## src/common/cfp_map.vh

```
// Constants of the fetch and execute core: register map, fields, reset values, timing
`ifndef CFP_MAP_VH
`define CFP_MAP_VH
`default_nettype none

// Register offsets on the bus (byte addresses)
`define CFP_REG_CTRL 4'h0
`define CFP_REG_PCIR 4'h4
`define CFP_REG_CORE 4'h8

// Control register fields
`define CFP_CTRL_RUN 0
`define CFP_CTRL_IRQEN 1
`define CFP_CTRL_SIZE_LO 2
`define CFP_CTRL_SIZE_HI 3
`define CFP_CTRL_RESET 4'h9

// Program space sizes selected by the size field
`define CFP_SIZE_1K 2'h0
`define CFP_SIZE_2K 2'h1
`define CFP_SIZE_4K 2'h2
`define CFP_MASK_1K 13'h03ff
`define CFP_MASK_2K 13'h07ff
`define CFP_MASK_4K 13'h0fff
`define CFP_MASK_8K 13'h1fff

// Program vectors
`define CFP_RESET_VECTOR 13'h0000
`define CFP_IRQ_VECTOR 13'h0004

// Special register offsets within every bank
`define CFP_SFR_INDIRECT 7'h00
`define CFP_SFR_PCL 7'h02
`define CFP_SFR_STATUS 7'h03
`define CFP_SFR_FSR 7'h04
`define CFP_SFR_PCLATH 7'h0a
`define CFP_SFR_TOP 7'h20
`define CFP_COMMON_BASE 7'h70

// Status byte fields
`define CFP_ST_C 0
`define CFP_ST_DC 1
`define CFP_ST_Z 2
`define CFP_ST_BANK_LO 5
`define CFP_ST_BANK_HI 6
`define CFP_ST_IRP 7

// Instruction classes in bits 13:12
`define CFP_CLS_FILE 2'h0
`define CFP_CLS_NOP 2'h1
`define CFP_CLS_JUMP 2'h2
`define CFP_CLS_LIT 2'h3

// ALU operation codes
`define CFP_OP_ADD 4'h0
`define CFP_OP_SUB 4'h1
`define CFP_OP_AND 4'h2
`define CFP_OP_OR 4'h3
`define CFP_OP_XOR 4'h4
`define CFP_OP_MOV 4'h5
`define CFP_OP_RLC 4'h6
`define CFP_OP_RRC 4'h7
`define CFP_OP_COM 4'h8
`define CFP_OP_INC 4'h9
`define CFP_OP_DEC 4'ha
`define CFP_OP_CLR 4'hb
`define CFP_OP_SWAP 4'hc
`define CFP_OP_MOVW 4'hd

// Timing: four phases per instruction cycle, oscillator 20 MHz, cycle 200 ns
`define CFP_PHASES 4
`define CFP_OSC_MHZ 20
`define CFP_CYCLE_NS 200

`default_nettype wire
`endif

```

## src/design/cfp_alu.v

```verilog
// Eight-bit arithmetic and logic unit of the core
`include "cfp_map.vh"
`default_nettype none
module cfp_alu (
   // Operands
   input wire [7:0] acc,
   input wire [7:0] opnd,
   input wire [3:0] op,
   input wire carry_in,
   // Result and flags
   output reg [7:0] result,
   output reg carry_out,
   output reg digit_carry_flag,
   output wire zero_out,
   output reg upd_c,
   output reg upd_dc,
   output reg upd_z
);
   reg [8:0] sum;
   reg [4:0] nib;

   always @* begin
      sum = 9'h000;
      nib = 5'h00;
      result = 8'h00;
      carry_out = carry_in;
      digit_carry_flag = 1'b0;
      upd_c = 1'b0;
      upd_dc = 1'b0;
      upd_z = 1'b1;
      case (op)
         `CFP_OP_ADD: begin
            sum = {1'b0, opnd} + {1'b0, acc};
            nib = {1'b0, opnd[3:0]} + {1'b0, acc[3:0]};
            result = sum[7:0];
            carry_out = sum[8];
            digit_carry_flag = nib[4];
            upd_c = 1'b1;
            upd_dc = 1'b1;
         end
         `CFP_OP_SUB: begin
            // Carry set means no borrow
            sum = {1'b0, opnd} + {1'b0, ~acc} + 9'h001;
            nib = {1'b0, opnd[3:0]} + {1'b0, ~acc[3:0]} + 5'h01;
            result = sum[7:0];
            carry_out = sum[8];
            digit_carry_flag = nib[4];
            upd_c = 1'b1;
            upd_dc = 1'b1;
         end
         `CFP_OP_AND: result = opnd & acc;
         `CFP_OP_OR: result = opnd | acc;
         `CFP_OP_XOR: result = opnd ^ acc;
         `CFP_OP_MOV: result = opnd;
         `CFP_OP_RLC: begin
            result = {opnd[6:0], carry_in};
            carry_out = opnd[7];
            upd_c = 1'b1;
            upd_z = 1'b0;
         end
         `CFP_OP_RRC: begin
            result = {carry_in, opnd[7:1]};
            carry_out = opnd[0];
            upd_c = 1'b1;
            upd_z = 1'b0;
         end
         `CFP_OP_COM: result = ~opnd;
         `CFP_OP_INC: result = opnd + 8'h01;
         `CFP_OP_DEC: result = opnd - 8'h01;
         `CFP_OP_CLR: result = 8'h00;
         `CFP_OP_SWAP: begin
            result = {opnd[3:0], opnd[7:4]};
            upd_z = 1'b0;
         end
         `CFP_OP_MOVW: begin
            result = acc;
            upd_z = 1'b0;
         end
         default: upd_z = 1'b0;
      endcase
   end

   assign zero_out = (result == 8'h00);
endmodule
`default_nettype wire

```

## src/design/cfp_core.v

```verilog
// Two-stage fetch and execute core with banked data memory and bus registers
`include "cfp_map.vh"
`default_nettype none
////////////////////////////////////////////////////////////////////////////////
module cfp_core #(
   parameter [1:0] SIZE_DEFAULT = `CFP_SIZE_4K
) (
   // Clock and reset
   input wire aclk,
   input wire aresetn,
   // AXI4-Lite write address
   input wire [3:0] s_axi_awaddr,
   input wire s_axi_awvalid,
   output wire s_axi_awready,
   // AXI4-Lite write data
   input wire [31:0] s_axi_wdata,
   input wire [3:0] s_axi_wstrb,
   input wire s_axi_wvalid,
   output wire s_axi_wready,
   // AXI4-Lite write response
   output reg [1:0] s_axi_bresp,
   output reg s_axi_bvalid,
   input wire s_axi_bready,
   // AXI4-Lite read address
   input wire [3:0] s_axi_araddr,
   input wire s_axi_arvalid,
   output wire s_axi_arready,
   // AXI4-Lite read data
   output reg [31:0] s_axi_rdata,
   output reg [1:0] s_axi_rresp,
   output reg s_axi_rvalid,
   input wire s_axi_rready,
   // Device pins
   input wire master_clear_n,
   input wire internal_oscillator_mode,
   input wire irq_req,
   output reg quarter_clock_output,
   // Program memory bus
   output reg [12:0] prog_addr,
   input wire [13:0] prog_data
);
   // Phase and pipeline state
   reg [1:0] ph_q;
   reg [12:0] program_counter_q;
   reg [13:0] instruction_latch_q;
   reg ir_ok_q;
   reg [7:0] w_q;
   reg [7:0] opnd_q;
   // Status and pointer registers
   reg c_q;
   reg dc_q;
   reg z_q;
   reg bank_select_low_q;
   reg bank_select_high_q;
   reg irp_q;
   reg [7:0] fsr_q;
   reg [4:0] pclath_q;
   // Bus-visible control
   reg [3:0] ctrl_q;
   // General purpose RAM, indexed by canonical nine-bit address
   reg [7:0] general_purpose_ram [0:511];

   wire core_rst = !aresetn || !master_clear_n;
   wire run = ctrl_q[`CFP_CTRL_RUN];
   wire phase_one = (ph_q == 2'h0);
   wire phase_two = (ph_q == 2'h1);
   wire phase_four = (ph_q == 2'h3);

   ////////////////////////////////////////////////////////////////////////////
   // Decode
   wire [1:0] cls = instruction_latch_q[13:12];
   wire [3:0] op = instruction_latch_q[11:8];
   wire dest_file = instruction_latch_q[7];
   wire [6:0] file = instruction_latch_q[6:0];
   wire exec = ir_ok_q && run;
   wire is_file = exec && (cls == `CFP_CLS_FILE);
   wire is_lit = exec && (cls == `CFP_CLS_LIT);
   wire is_jump = exec && (cls == `CFP_CLS_JUMP);

   // high bit is the upper select
   wire [8:0] direct_addr = {bank_select_high_q, bank_select_low_q, file};
   wire [8:0] eff_addr = (file == `CFP_SFR_INDIRECT) ? {irp_q, fsr_q} : direct_addr;
   wire [6:0] eff_ofs = eff_addr[6:0];
   // low 32 of every bank are special
   wire eff_sfr = (eff_ofs < `CFP_SFR_TOP);
   // common block folds to bank zero
   wire eff_common = (eff_ofs >= `CFP_COMMON_BASE);
   wire [8:0] ram_idx = eff_common ? {2'b00, eff_ofs} : eff_addr;
   // bank three holds only the common block
   wire ram_ok = !eff_sfr && (eff_common || eff_addr[8:7] != 2'b11);

   // Program space mask for the selected size
   reg [12:0] pc_mask;
   always @* begin
      case (ctrl_q[`CFP_CTRL_SIZE_HI:`CFP_CTRL_SIZE_LO])
         `CFP_SIZE_1K: pc_mask = `CFP_MASK_1K;
         `CFP_SIZE_2K: pc_mask = `CFP_MASK_2K;
         `CFP_SIZE_4K: pc_mask = `CFP_MASK_4K;
         default: pc_mask = `CFP_MASK_8K;
      endcase
   end

   wire [7:0] status_byte = {irp_q, bank_select_high_q, bank_select_low_q, 2'b00, z_q, dc_q, c_q};

   // Data memory read mux
   reg [7:0] rd_data;
   always @* begin
      rd_data = 8'h00;
      if (ram_ok) begin
         rd_data = general_purpose_ram[ram_idx];
      end else if (eff_sfr) begin
         case (eff_ofs)
            `CFP_SFR_PCL: rd_data = program_counter_q[7:0];
            `CFP_SFR_STATUS: rd_data = status_byte;
            `CFP_SFR_FSR: rd_data = fsr_q;
            `CFP_SFR_PCLATH: rd_data = {3'b000, pclath_q};
            default: rd_data = 8'h00;
         endcase
      end
   end

   ////////////////////////////////////////////////////////////////////////////
   // ALU
   wire [7:0] alu_res;
   wire alu_c;
   wire alu_dc;
   wire alu_z;
   wire upd_c;
   wire upd_dc;
   wire upd_z;
   // literal or file as second operand
   wire [7:0] alu_b = is_lit ? instruction_latch_q[7:0] : opnd_q;

   cfp_alu u_alu (
      .acc(w_q),
      .opnd(alu_b),
      .op(op),
      .carry_in(c_q),
      .result(alu_res),
      .carry_out(alu_c),
      .digit_carry_flag(alu_dc),
      .zero_out(alu_z),
      .upd_c(upd_c),
      .upd_dc(upd_dc),
      .upd_z(upd_z)
   );

   // Destination and counter change
   wire wr_file = is_file && (dest_file || op == `CFP_OP_MOVW);
   wire wr_w = is_lit || (is_file && !dest_file && op != `CFP_OP_MOVW);
   wire wr_pcl = wr_file && eff_sfr && eff_ofs == `CFP_SFR_PCL;
   wire wr_status = wr_file && eff_sfr && eff_ofs == `CFP_SFR_STATUS;
   wire take_irq = run && irq_req && ctrl_q[`CFP_CTRL_IRQEN] && !is_jump && !wr_pcl;
   wire pc_change = is_jump || wr_pcl || take_irq;

   ////////////////////////////////////////////////////////////////////////////
   // divide by four into phases
   always @(posedge aclk) begin
      if (core_rst) begin
         ph_q <= 2'h0;
      end else begin
         ph_q <= ph_q + 2'h1;
      end
   end

   // quarter-rate clock, high in phases three and four
   always @(posedge aclk) begin
      if (core_rst) begin
         quarter_clock_output <= 1'b0;
      end else begin
         quarter_clock_output <= internal_oscillator_mode && (ph_q[0] ^ ph_q[1]);
      end
   end

   // Fetch, counter and latch
   always @(posedge aclk) begin
      if (core_rst) begin
         program_counter_q <= `CFP_RESET_VECTOR;
         prog_addr <= `CFP_RESET_VECTOR;
         instruction_latch_q <= 14'h0000;
         ir_ok_q <= 1'b0;
      end else if (run) begin
         // address out and step in phase one
         if (phase_one) begin
            prog_addr <= program_counter_q & pc_mask;
            program_counter_q <= (program_counter_q + 13'h0001) & pc_mask;
         end
         if (phase_four) begin
            // whole word taken once per cycle
            // next word latched while current ends
            instruction_latch_q <= prog_data;
            // second cycle spent on the new target
            ir_ok_q <= !pc_change;
            if (take_irq) begin
               program_counter_q <= `CFP_IRQ_VECTOR;
            end else if (is_jump) begin
               program_counter_q <= {pclath_q[4:3], instruction_latch_q[10:0]} & pc_mask;
            end else if (wr_pcl) begin
               // counter low byte written as data
               program_counter_q <= {pclath_q, alu_res} & pc_mask;
            end
         end
      end
   end

   always @(posedge aclk) begin
      if (core_rst) begin
         opnd_q <= 8'h00;
      end else if (phase_two) begin
         opnd_q <= rd_data;
      end
   end

   // accumulator kept outside the data map
   always @(posedge aclk) begin
      if (core_rst) begin
         w_q <= 8'h00;
         c_q <= 1'b0;
         dc_q <= 1'b0;
         z_q <= 1'b0;
         bank_select_low_q <= 1'b0;
         bank_select_high_q <= 1'b0;
         irp_q <= 1'b0;
         fsr_q <= 8'h00;
         pclath_q <= 5'h00;
      end else if (phase_four && (is_file || is_lit)) begin
         if (wr_w) begin
            w_q <= alu_res;
         end
         if (wr_file && eff_sfr && eff_ofs == `CFP_SFR_FSR) begin
            fsr_q <= alu_res;
         end
         if (wr_file && eff_sfr && eff_ofs == `CFP_SFR_PCLATH) begin
            pclath_q <= alu_res[4:0];
         end
         if (wr_status) begin
            irp_q <= alu_res[`CFP_ST_IRP];
            bank_select_high_q <= alu_res[`CFP_ST_BANK_HI];
            bank_select_low_q <= alu_res[`CFP_ST_BANK_LO];
         end
         // flags take the operation's result over a status write
         c_q <= upd_c ? alu_c : (wr_status ? alu_res[`CFP_ST_C] : c_q);
         dc_q <= upd_dc ? alu_dc : (wr_status ? alu_res[`CFP_ST_DC] : dc_q);
         z_q <= upd_z ? alu_z : (wr_status ? alu_res[`CFP_ST_Z] : z_q);
      end
   end

   // general RAM write in phase four
   always @(posedge aclk) begin
      if (!core_rst && phase_four && wr_file && ram_ok) begin
         general_purpose_ram[ram_idx] <= alu_res;
      end
   end

   ////////////////////////////////////////////////////////////////////////////
   // AXI4-Lite slave
   wire wr_go = s_axi_awvalid && s_axi_wvalid && !s_axi_bvalid;
   assign s_axi_awready = wr_go;
   assign s_axi_wready = wr_go;
   assign s_axi_arready = !s_axi_rvalid;

   // Write path: control is the only writable register
   always @(posedge aclk) begin
      if (!aresetn) begin
         ctrl_q <= {SIZE_DEFAULT, 2'b01};
         s_axi_bvalid <= 1'b0;
         s_axi_bresp <= 2'b00;
      end else begin
         if (s_axi_bvalid && s_axi_bready) begin
            s_axi_bvalid <= 1'b0;
         end
         if (wr_go) begin
            s_axi_bvalid <= 1'b1;
            s_axi_bresp <= 2'b00;
            case (s_axi_awaddr)
               `CFP_REG_CTRL: begin
                  if (s_axi_wstrb[0]) begin
                     ctrl_q <= s_axi_wdata[3:0];
                  end
               end
               `CFP_REG_PCIR, `CFP_REG_CORE: s_axi_bresp <= 2'b00;
               default: s_axi_bresp <= 2'b10;
            endcase
         end
      end
   end

   // Read path: control, counter and latch, core state
   always @(posedge aclk) begin
      if (!aresetn) begin
         s_axi_rvalid <= 1'b0;
         s_axi_rdata <= 32'h0000_0000;
         s_axi_rresp <= 2'b00;
      end else begin
         if (s_axi_rvalid && s_axi_rready) begin
            s_axi_rvalid <= 1'b0;
         end
         if (s_axi_arvalid && !s_axi_rvalid) begin
            s_axi_rvalid <= 1'b1;
            s_axi_rresp <= 2'b00;
            case (s_axi_araddr)
               `CFP_REG_CTRL: s_axi_rdata <= {28'h0000000, ctrl_q};
               `CFP_REG_PCIR: s_axi_rdata <= {2'b00, instruction_latch_q, 3'b000, program_counter_q};
               `CFP_REG_CORE: s_axi_rdata <= {15'h0000, ir_ok_q, status_byte, w_q};
               default: begin
                  s_axi_rdata <= 32'h0000_0000;
                  s_axi_rresp <= 2'b10;
               end
            endcase
         end
      end
   end
endmodule
`default_nettype wire

```

## config.mk

```make
export PLATFORM = sky130hd
export DESIGN_NAME = cfp_core
export DESIGN_NICKNAME = d
export VERILOG_FILES = /design/src/design/cfp_alu.v /design/src/design/cfp_core.v
export VERILOG_INCLUDE_DIRS = /design/src /design/src/common
export SDC_FILE = /design/constraint.sdc
export NUM_CORES = 2
export LEC_CHECK = 0
export BUFFER_PORTS_ARGS = -buffer_cell sky130_fd_sc_hd__buf_2
export CAP_MARGIN = 25
export CORE_MARGIN = 2
export CORE_UTILIZATION = 26
export CTS_BUF_LIST = sky130_fd_sc_hd__clkbuf_4
export DETAILED_ROUTE_END_ITERATION = 16
export GPL_ROUTABILITY_DRIVEN = 1
export PLACE_DENSITY = 0.51
export SKIP_CTS_REPAIR_TIMING = 1
export SLEW_MARGIN = 10
export SYNTH_ARGS = -nofsm -noshare
export SYNTH_HDL_FRONTEND = slang
export SYNTH_SLANG_ARGS = --single-unit
```

## constraint.sdc

```tcl
create_clock -name aclk -period 24.4 [get_ports aclk]
set_clock_uncertainty 0.1 [all_clocks]
set_input_delay 3.66 -clock aclk [delete_from_list [all_inputs] [get_ports aclk]]
set_output_delay 3.66 -clock aclk [all_outputs]
set_load 0.01 [all_outputs]
```

Word level (Yosys, flattened, before mapping)
Memories as Yosys holds them, arrays and structs flattened.
Cells that the tools add are included.
W data, S select, Z words.
- memory bits (writable): 4096
- word-level logic and storage cells: 181
- bits in registers: 121
- input bits: 68
- output and inout bits: 55
- memories kept: 1
- memory list (name ; words ; bits a word ; read ports ; clocked after Yosys merged registers in ; wr ports ; RTL line ; text):
    general_purpose_ram ; 512 ; 8 ; 1 ; 0 ; 1 ; cfp_core.v:61 ; reg [7:0] general_purpose_ram [0:511];
- magnitude comparators: 2
- muxes and demuxes: 33
- reductions and logical operators: 72
- bitwise logic cells: 11
- eq/ne operators: 30
- add/sub/neg operators: 10
- operator list (operator ; count):
    $pmux W8 S13 ; 1
    $pmux W30 S3 ; 1
    $mux W13 ; 5
    $and A13 B13 Y13 ; 4
    $pmux W13 S3 ; 1
    $eq A4 B4 Y1 const B ; 8
    $pmux W8 S4 ; 1
    $logic_and A1 B1 Y1 ; 27
    $eq A4 B3 Y1 const B ; 6
    $mux W8 ; 3
    $add A8 B8 Y9 ; 2
    $mux W9 ; 2
    $not A8 Y8 ; 2
    $reduce_and A2 Y1 ; 8
    $mux W1 ; 15
    $eq A7 B2 Y1 const B ; 2
    $add A13 B1 Y13 const B ; 1
    $logic_not A4 Y1 ; 3
    $add A4 B4 Y5 ; 2
    $logic_not A1 Y1 ; 10
    $reduce_bool A2 Y1 ; 5
    $reduce_or A10 Y1 ; 1
    $add A9 B1 Y9 const B ; 1
    $add A8 B1 Y8 const B ; 1
    other kinds (30) ; 46

Logic depth before layout (Yosys ltp)
- word-level depth: 11
- gate-level depth with buffers: 19
- depth with buffers taken out: 17

Hierarchy
Synthesis repeated with hierarchy kept, for this count alone.
- cells, all modules: 8507
- area total of the unflattened synthesis: 135523.7 um^2
- by module, submodules not included (module ; cells an instance ; seq. area each (um^2) ; area an instance (um^2) ; times used):
    cfp_core ; 8204 ; 103719.5 ; 133421.7 ; 1
    cfp_alu ; 303 ; 0.0 ; 2102.0 ; 1

Worst setup path before layout
No wires, ideal clock.
- path type: reg2reg
- from: reg instruction_latch_q[13]
- to: mem general_purpose_ram[0][2] (data pin)
- data required time: 21.301 ns
- clock period less this slack: 19.095 ns
- cell stages (with the launch flop): 10
- library setup time: 2.999 ns
- arrival time: 15.996 ns
- buffers on the path: 2
- path slack: 5.305 ns
- path through: dfxtp_1 clkbuf_1 nand4_1 buf_2 mux2i_1 inv_1 ha_1 a21oi_1 xnor2_1 o221ai_1
- cells in the longest elaborated chain, start to end: 6
- elaborated cells between the ends (all ways): 13
- classes of those cells: 5 x add/sub; 1 x eq/ne; 2 x mux; 4 x bitwise; 1 x reduce/logical
- ends and longest elaborated chain (item ; RTL line ; text):
    start, declared ; cfp_core.v:45 ; reg [13:0] instruction_latch_q;
    start signal, assigned ; cfp_core.v:191 ; instruction_latch_q <= prog_data;
    $eq A2 B2 Y1 (no line) * ; -- ;
    $logic_and A1 B1 Y1 * ; cfp_core.v:77 ; wire is_lit = exec && (cls == `CFP_CLS_LIT);
    $mux W8 * ; cfp_core.v:132 ; wire [7:0] alu_b = is_lit ? instruction_latch_q[7:0] : opnd_q;
    $add A8 B8 Y9 ; cfp_alu.v:43 ; sum = {1'b0, opnd} + {1'b0, ~acc} + 9'h001;
    $add A9 B1 Y9 ; cfp_alu.v:43 ;
    $pmux W8 S13 * ; cfp_alu.v:31 ; case (op)
    named net alu_res[2] ; cfp_core.v:124 ; wire [7:0] alu_res;
    end, declared ; cfp_core.v:61 ;
The timed path passes the listed nets; every way through them passes the cells marked *.

Worst setup path in the final report
- from: in s_axi_awvalid
- to: out s_axi_wready
- cells in the longest elaborated chain, start to end: 2
- ends and longest elaborated chain (item ; RTL line ; text):
    start, declared ; cfp_core.v:13 ; input wire s_axi_awvalid,
    $logic_and A1 B1 Y1 (2 in a row) ; cfp_core.v:257 ; wire wr_go = s_axi_awvalid && s_axi_wvalid && !s_axi_bvalid;
    end, declared ; cfp_core.v:19 ; output wire s_axi_wready,
No other way between the ends.

==> impl_metrics.env <==
export IMPL_dr_pass1_iters=12
export IMPL_final_cell_mix="edfxtp_1 (3600), conb_1 (1556), clkbuf_4 (1358), nand2_1 (1106), a21oi_1 (912)"
export IMPL_cts_buffers=937
export IMPL_core_area_um2=537000
export IMPL_synth_xor_area_share=0.00175
export IMPL_netSwitchingPower_mw=2.70
export IMPL_routed_wl_mm=392
export IMPL_avgRoutedWirePerCell_um=21.0
export IMPL_grt_pass1_vias=84900
export IMPL_p_total_mw=12.6
export IMPL_post_place_ws_ns=16.40
export IMPL_worst_slew_margin_rel=0.192
export IMPL_crit_required_ns=20.64
export IMPL_die_x_um=738
export IMPL_leakage_nw=54.7
export IMPL_cp_max_fo=6
export IMPL_synth_adder_area_share=0.00329
export IMPL_hold_start="ph_q[0]"
export IMPL_vias_per_cell=4.67
export IMPL_cts_tree="yes"
export IMPL_clk_latency_ns=1.69
export IMPL_pwr_share_clk=0.413
export IMPL_clkSlewWorstSetupHoldPaths_ns=0.06
export IMPL_fp_row_count=269
export IMPL_track_usage=0.138
export IMPL_setup_ws_ns=16.37
export IMPL_finalCriticalPeriod_ns=8.03
export IMPL_drt_iter0_markers=10700
export IMPL_synth_top_family_by_area="compound AO/OA/AOI/OAI gates"
export IMPL_power_switching_share=0.215
export IMPL_drc_errors=0
export IMPL_nets=10900
export IMPL_slew_violations=0
export IMPL_start_util=0.261
export IMPL_end_kind="primary output"
export IMPL_ys_warn_count=0
export IMPL_whs_ns=0.371
export IMPL_synthCells=8687
export IMPL_syn_to_final_growth_pct=19.0
export IMPL_synth_simple_gate_area_frac=0.0521
export IMPL_netlist_area_um2=140000
export IMPL_crit_type="in2out"
export IMPL_startpoint="s_axi_awvalid"
export IMPL_synth_edf_count=3600
export IMPL_clock_sinks=3717
export IMPL_p_int_mw=9.86
export IMPL_cp_start_kind="input pin"
export IMPL_final_common_cell="edfxtp_1"
export IMPL_port_buffers=87
export IMPL_synth_compound_area_frac=0.125
export IMPL_grt_ovfl_total=0
export IMPL_ys_types=73
export IMPL_grt_max_degree=229
export IMPL_fillers=54000
export IMPL_status="finished clean"
export IMPL_synth_seq_cells=3717
export IMPL_antenna_found_initial=20
export IMPL_muxShareOfSynthArea=0.00898
export IMPL_setup_viol_count_final=0
export IMPL_cap_violations=0
export IMPL_critPathArrivalTime_ns=4.27
export IMPL_power_share_sequential=0.570
export IMPL_dpl_hpwl_mm=216
export IMPL_io_pins=123
export IMPL_gp_congestion=0.798
export IMPL_multiInputGateArea_um2=33000
export IMPL_grt_setup_unrepaired="no"
export IMPL_root_buffer="clkbuf_4"
export IMPL_fin_tns_setup_ns=0
export IMPL_power_density_nw_per_um2=75.4
export IMPL_synthArstFlopShare=0
export IMPL_ff_latch_area_um2=110000
export IMPL_postSynthAreaPerCell_um2=16.1
export IMPL_drtAntennaViolNets=0
export IMPL_fmax_ghz=0.125
export IMPL_worstHoldPathType="reg2reg"
export IMPL_cts_max_path_buffers=4
export IMPL_die_area_um2=545000
export IMPL_cts_htree_levels=6
export IMPL_yosysSeqAreaShare=0.788
export IMPL_fin_crit_sh=0.329
export IMPL_grt_pass1_wl_mm=569
export IMPL_pwr_share_comb=0.018
export IMPL_vias=87200
export IMPL_synth_ff_type="edfxtp_1"
export IMPL_worstMarginPinSlew_ns=1.20
export IMPL_ir_drop_v=0.0000452
export IMPL_hold_viol=0
export IMPL_layout_drive_gt1_share=0.165
export IMPL_die_height_um=738
export IMPL_reg2reg_from="instruction_latch_q[2]"
==> power groups by stage <==
stage	logic [mW]	registers (mW)	clock network (mW)
finish	0.220	7.16	5.19
global route	0.248	7.16	5.67
global placement	0.214	7.29	0
floorplan	0.137	7.33	0
detailed placement	0.216	7.29	0
CTS	0.216	7.16	5.36
==> layer usage <==
metal,GRT usage,vias up,part of all wire,routed length [um]
met5,0,-,0.00026,100
met4,0.0473,14,0.030,11700
met3,0.0261,690,0.073,28700
met2,0.222,3417,0.47,183000
met1,0.188,44000,0.43,169000
li1,-,39000,-,-
==> area by class of cell <==
cell class                 instances  area share
sequential                      3717       0.663
antenna                            9    0.000135
clock buffer                    1358      0.0612
timing repair buffer             304      0.0144
inverter                          42    0.000991
multi-input combinational       5832       0.198
tap                             7181      0.0539
clock inverter                   232     0.00896
==> registers in the layout, summed over array words and instances, names as in the netlist <==
signal / flops
ir_ok_q: 1
s_axi_rvalid: 1
z_q: 1
quarter_clock_output: 1
w_q: 8
program_counter_q: 13
instruction_latch_q: 14
prog_addr: 13
fsr_q: 8
bank_select_low_q: 1
irp_q: 1
s_axi_rdata: 30
bank_select_high_q: 1
s_axi_rresp: 1
general_purpose_ram: 3600
c_q: 1
dc_q: 1
ctrl_q: 4
pclath_q: 5
ph_q: 2
s_axi_bresp: 1
s_axi_bvalid: 1
opnd_q: 8
==> stage by stage <==
step | util | std cells | area [um2]
global placement | 0.288 | 17100 | 155000
finish | 0.310 | 18700 | 167000
CTS | 0.310 | 18700 | 167000
global route | 0.310 | 18700 | 167000
detailed placement | 0.288 | 17100 | 155000
floorplan | - | 10200 | 146000
==> worst paths after layout <==
kind                                endpoint  slack, ns  cells past startpoint
worst min register to register       ph_q[0]       0.37                      1
worst min-delay path                 ph_q[0]       0.37                      1
worst max-delay path            s_axi_wready      16.37                      4
worst max register to register     opnd_q[2]      16.51                     17
==> cells in the mapped netlist, drive strengths merged, types with 4 or more instances <==
master   number  share of area
edfxtp     3600           0.77
nand2      1108          0.030
a21oi       913          0.033
a222oi      899          0.064
clkbuf      395          0.011
nor2        377          0.010
buf         256         0.0089
o41ai       157         0.0099
dfxtp       117          0.017
a31oi        89         0.0040
nor4         83         0.0038
mux2         69         0.0055
o21ai        53         0.0019
a22oi        49         0.0026
mux2i        48         0.0034
o22ai        46         0.0021
nor2b        44         0.0020
nand3        43         0.0015
inv          42         0.0011
ha           32         0.0029
nand4        32         0.0014
nor3         25        0.00093
xnor2        24         0.0015
o221ai       17         0.0011
and3         13        0.00058
a22o         11        0.00069
a41oi        11        0.00069
nand2b       10        0.00045
o211ai        8        0.00043
or2           8        0.00036
and2          7        0.00031
o31ai         7        0.00038
or4           7        0.00038
a211oi        6        0.00032
a221oi        6        0.00042
o21bai        6        0.00032
a2111oi       5        0.00031
a21boi        4        0.00021
o2111ai       4        0.00025
o32ai         4        0.00025
xor2          4        0.00025
==> critical path, stage by stage <==
cell and delay (ns):
buf_2 0.07, nand2_1 0.04, nor2_1 0.29, buf_2 0.21
==> cell families after synthesis <==
group / Yosys count
AOI/OAI and AO/OA: 2328
muxes: 117
and+or+nand+nor: 1768
xor gates and xnor gates: 28
buffers and inverters: 693
adders and majority gates: 35
DFF: 3717
other: 1
No activity file was read; power rests on OpenSTA's default activity.
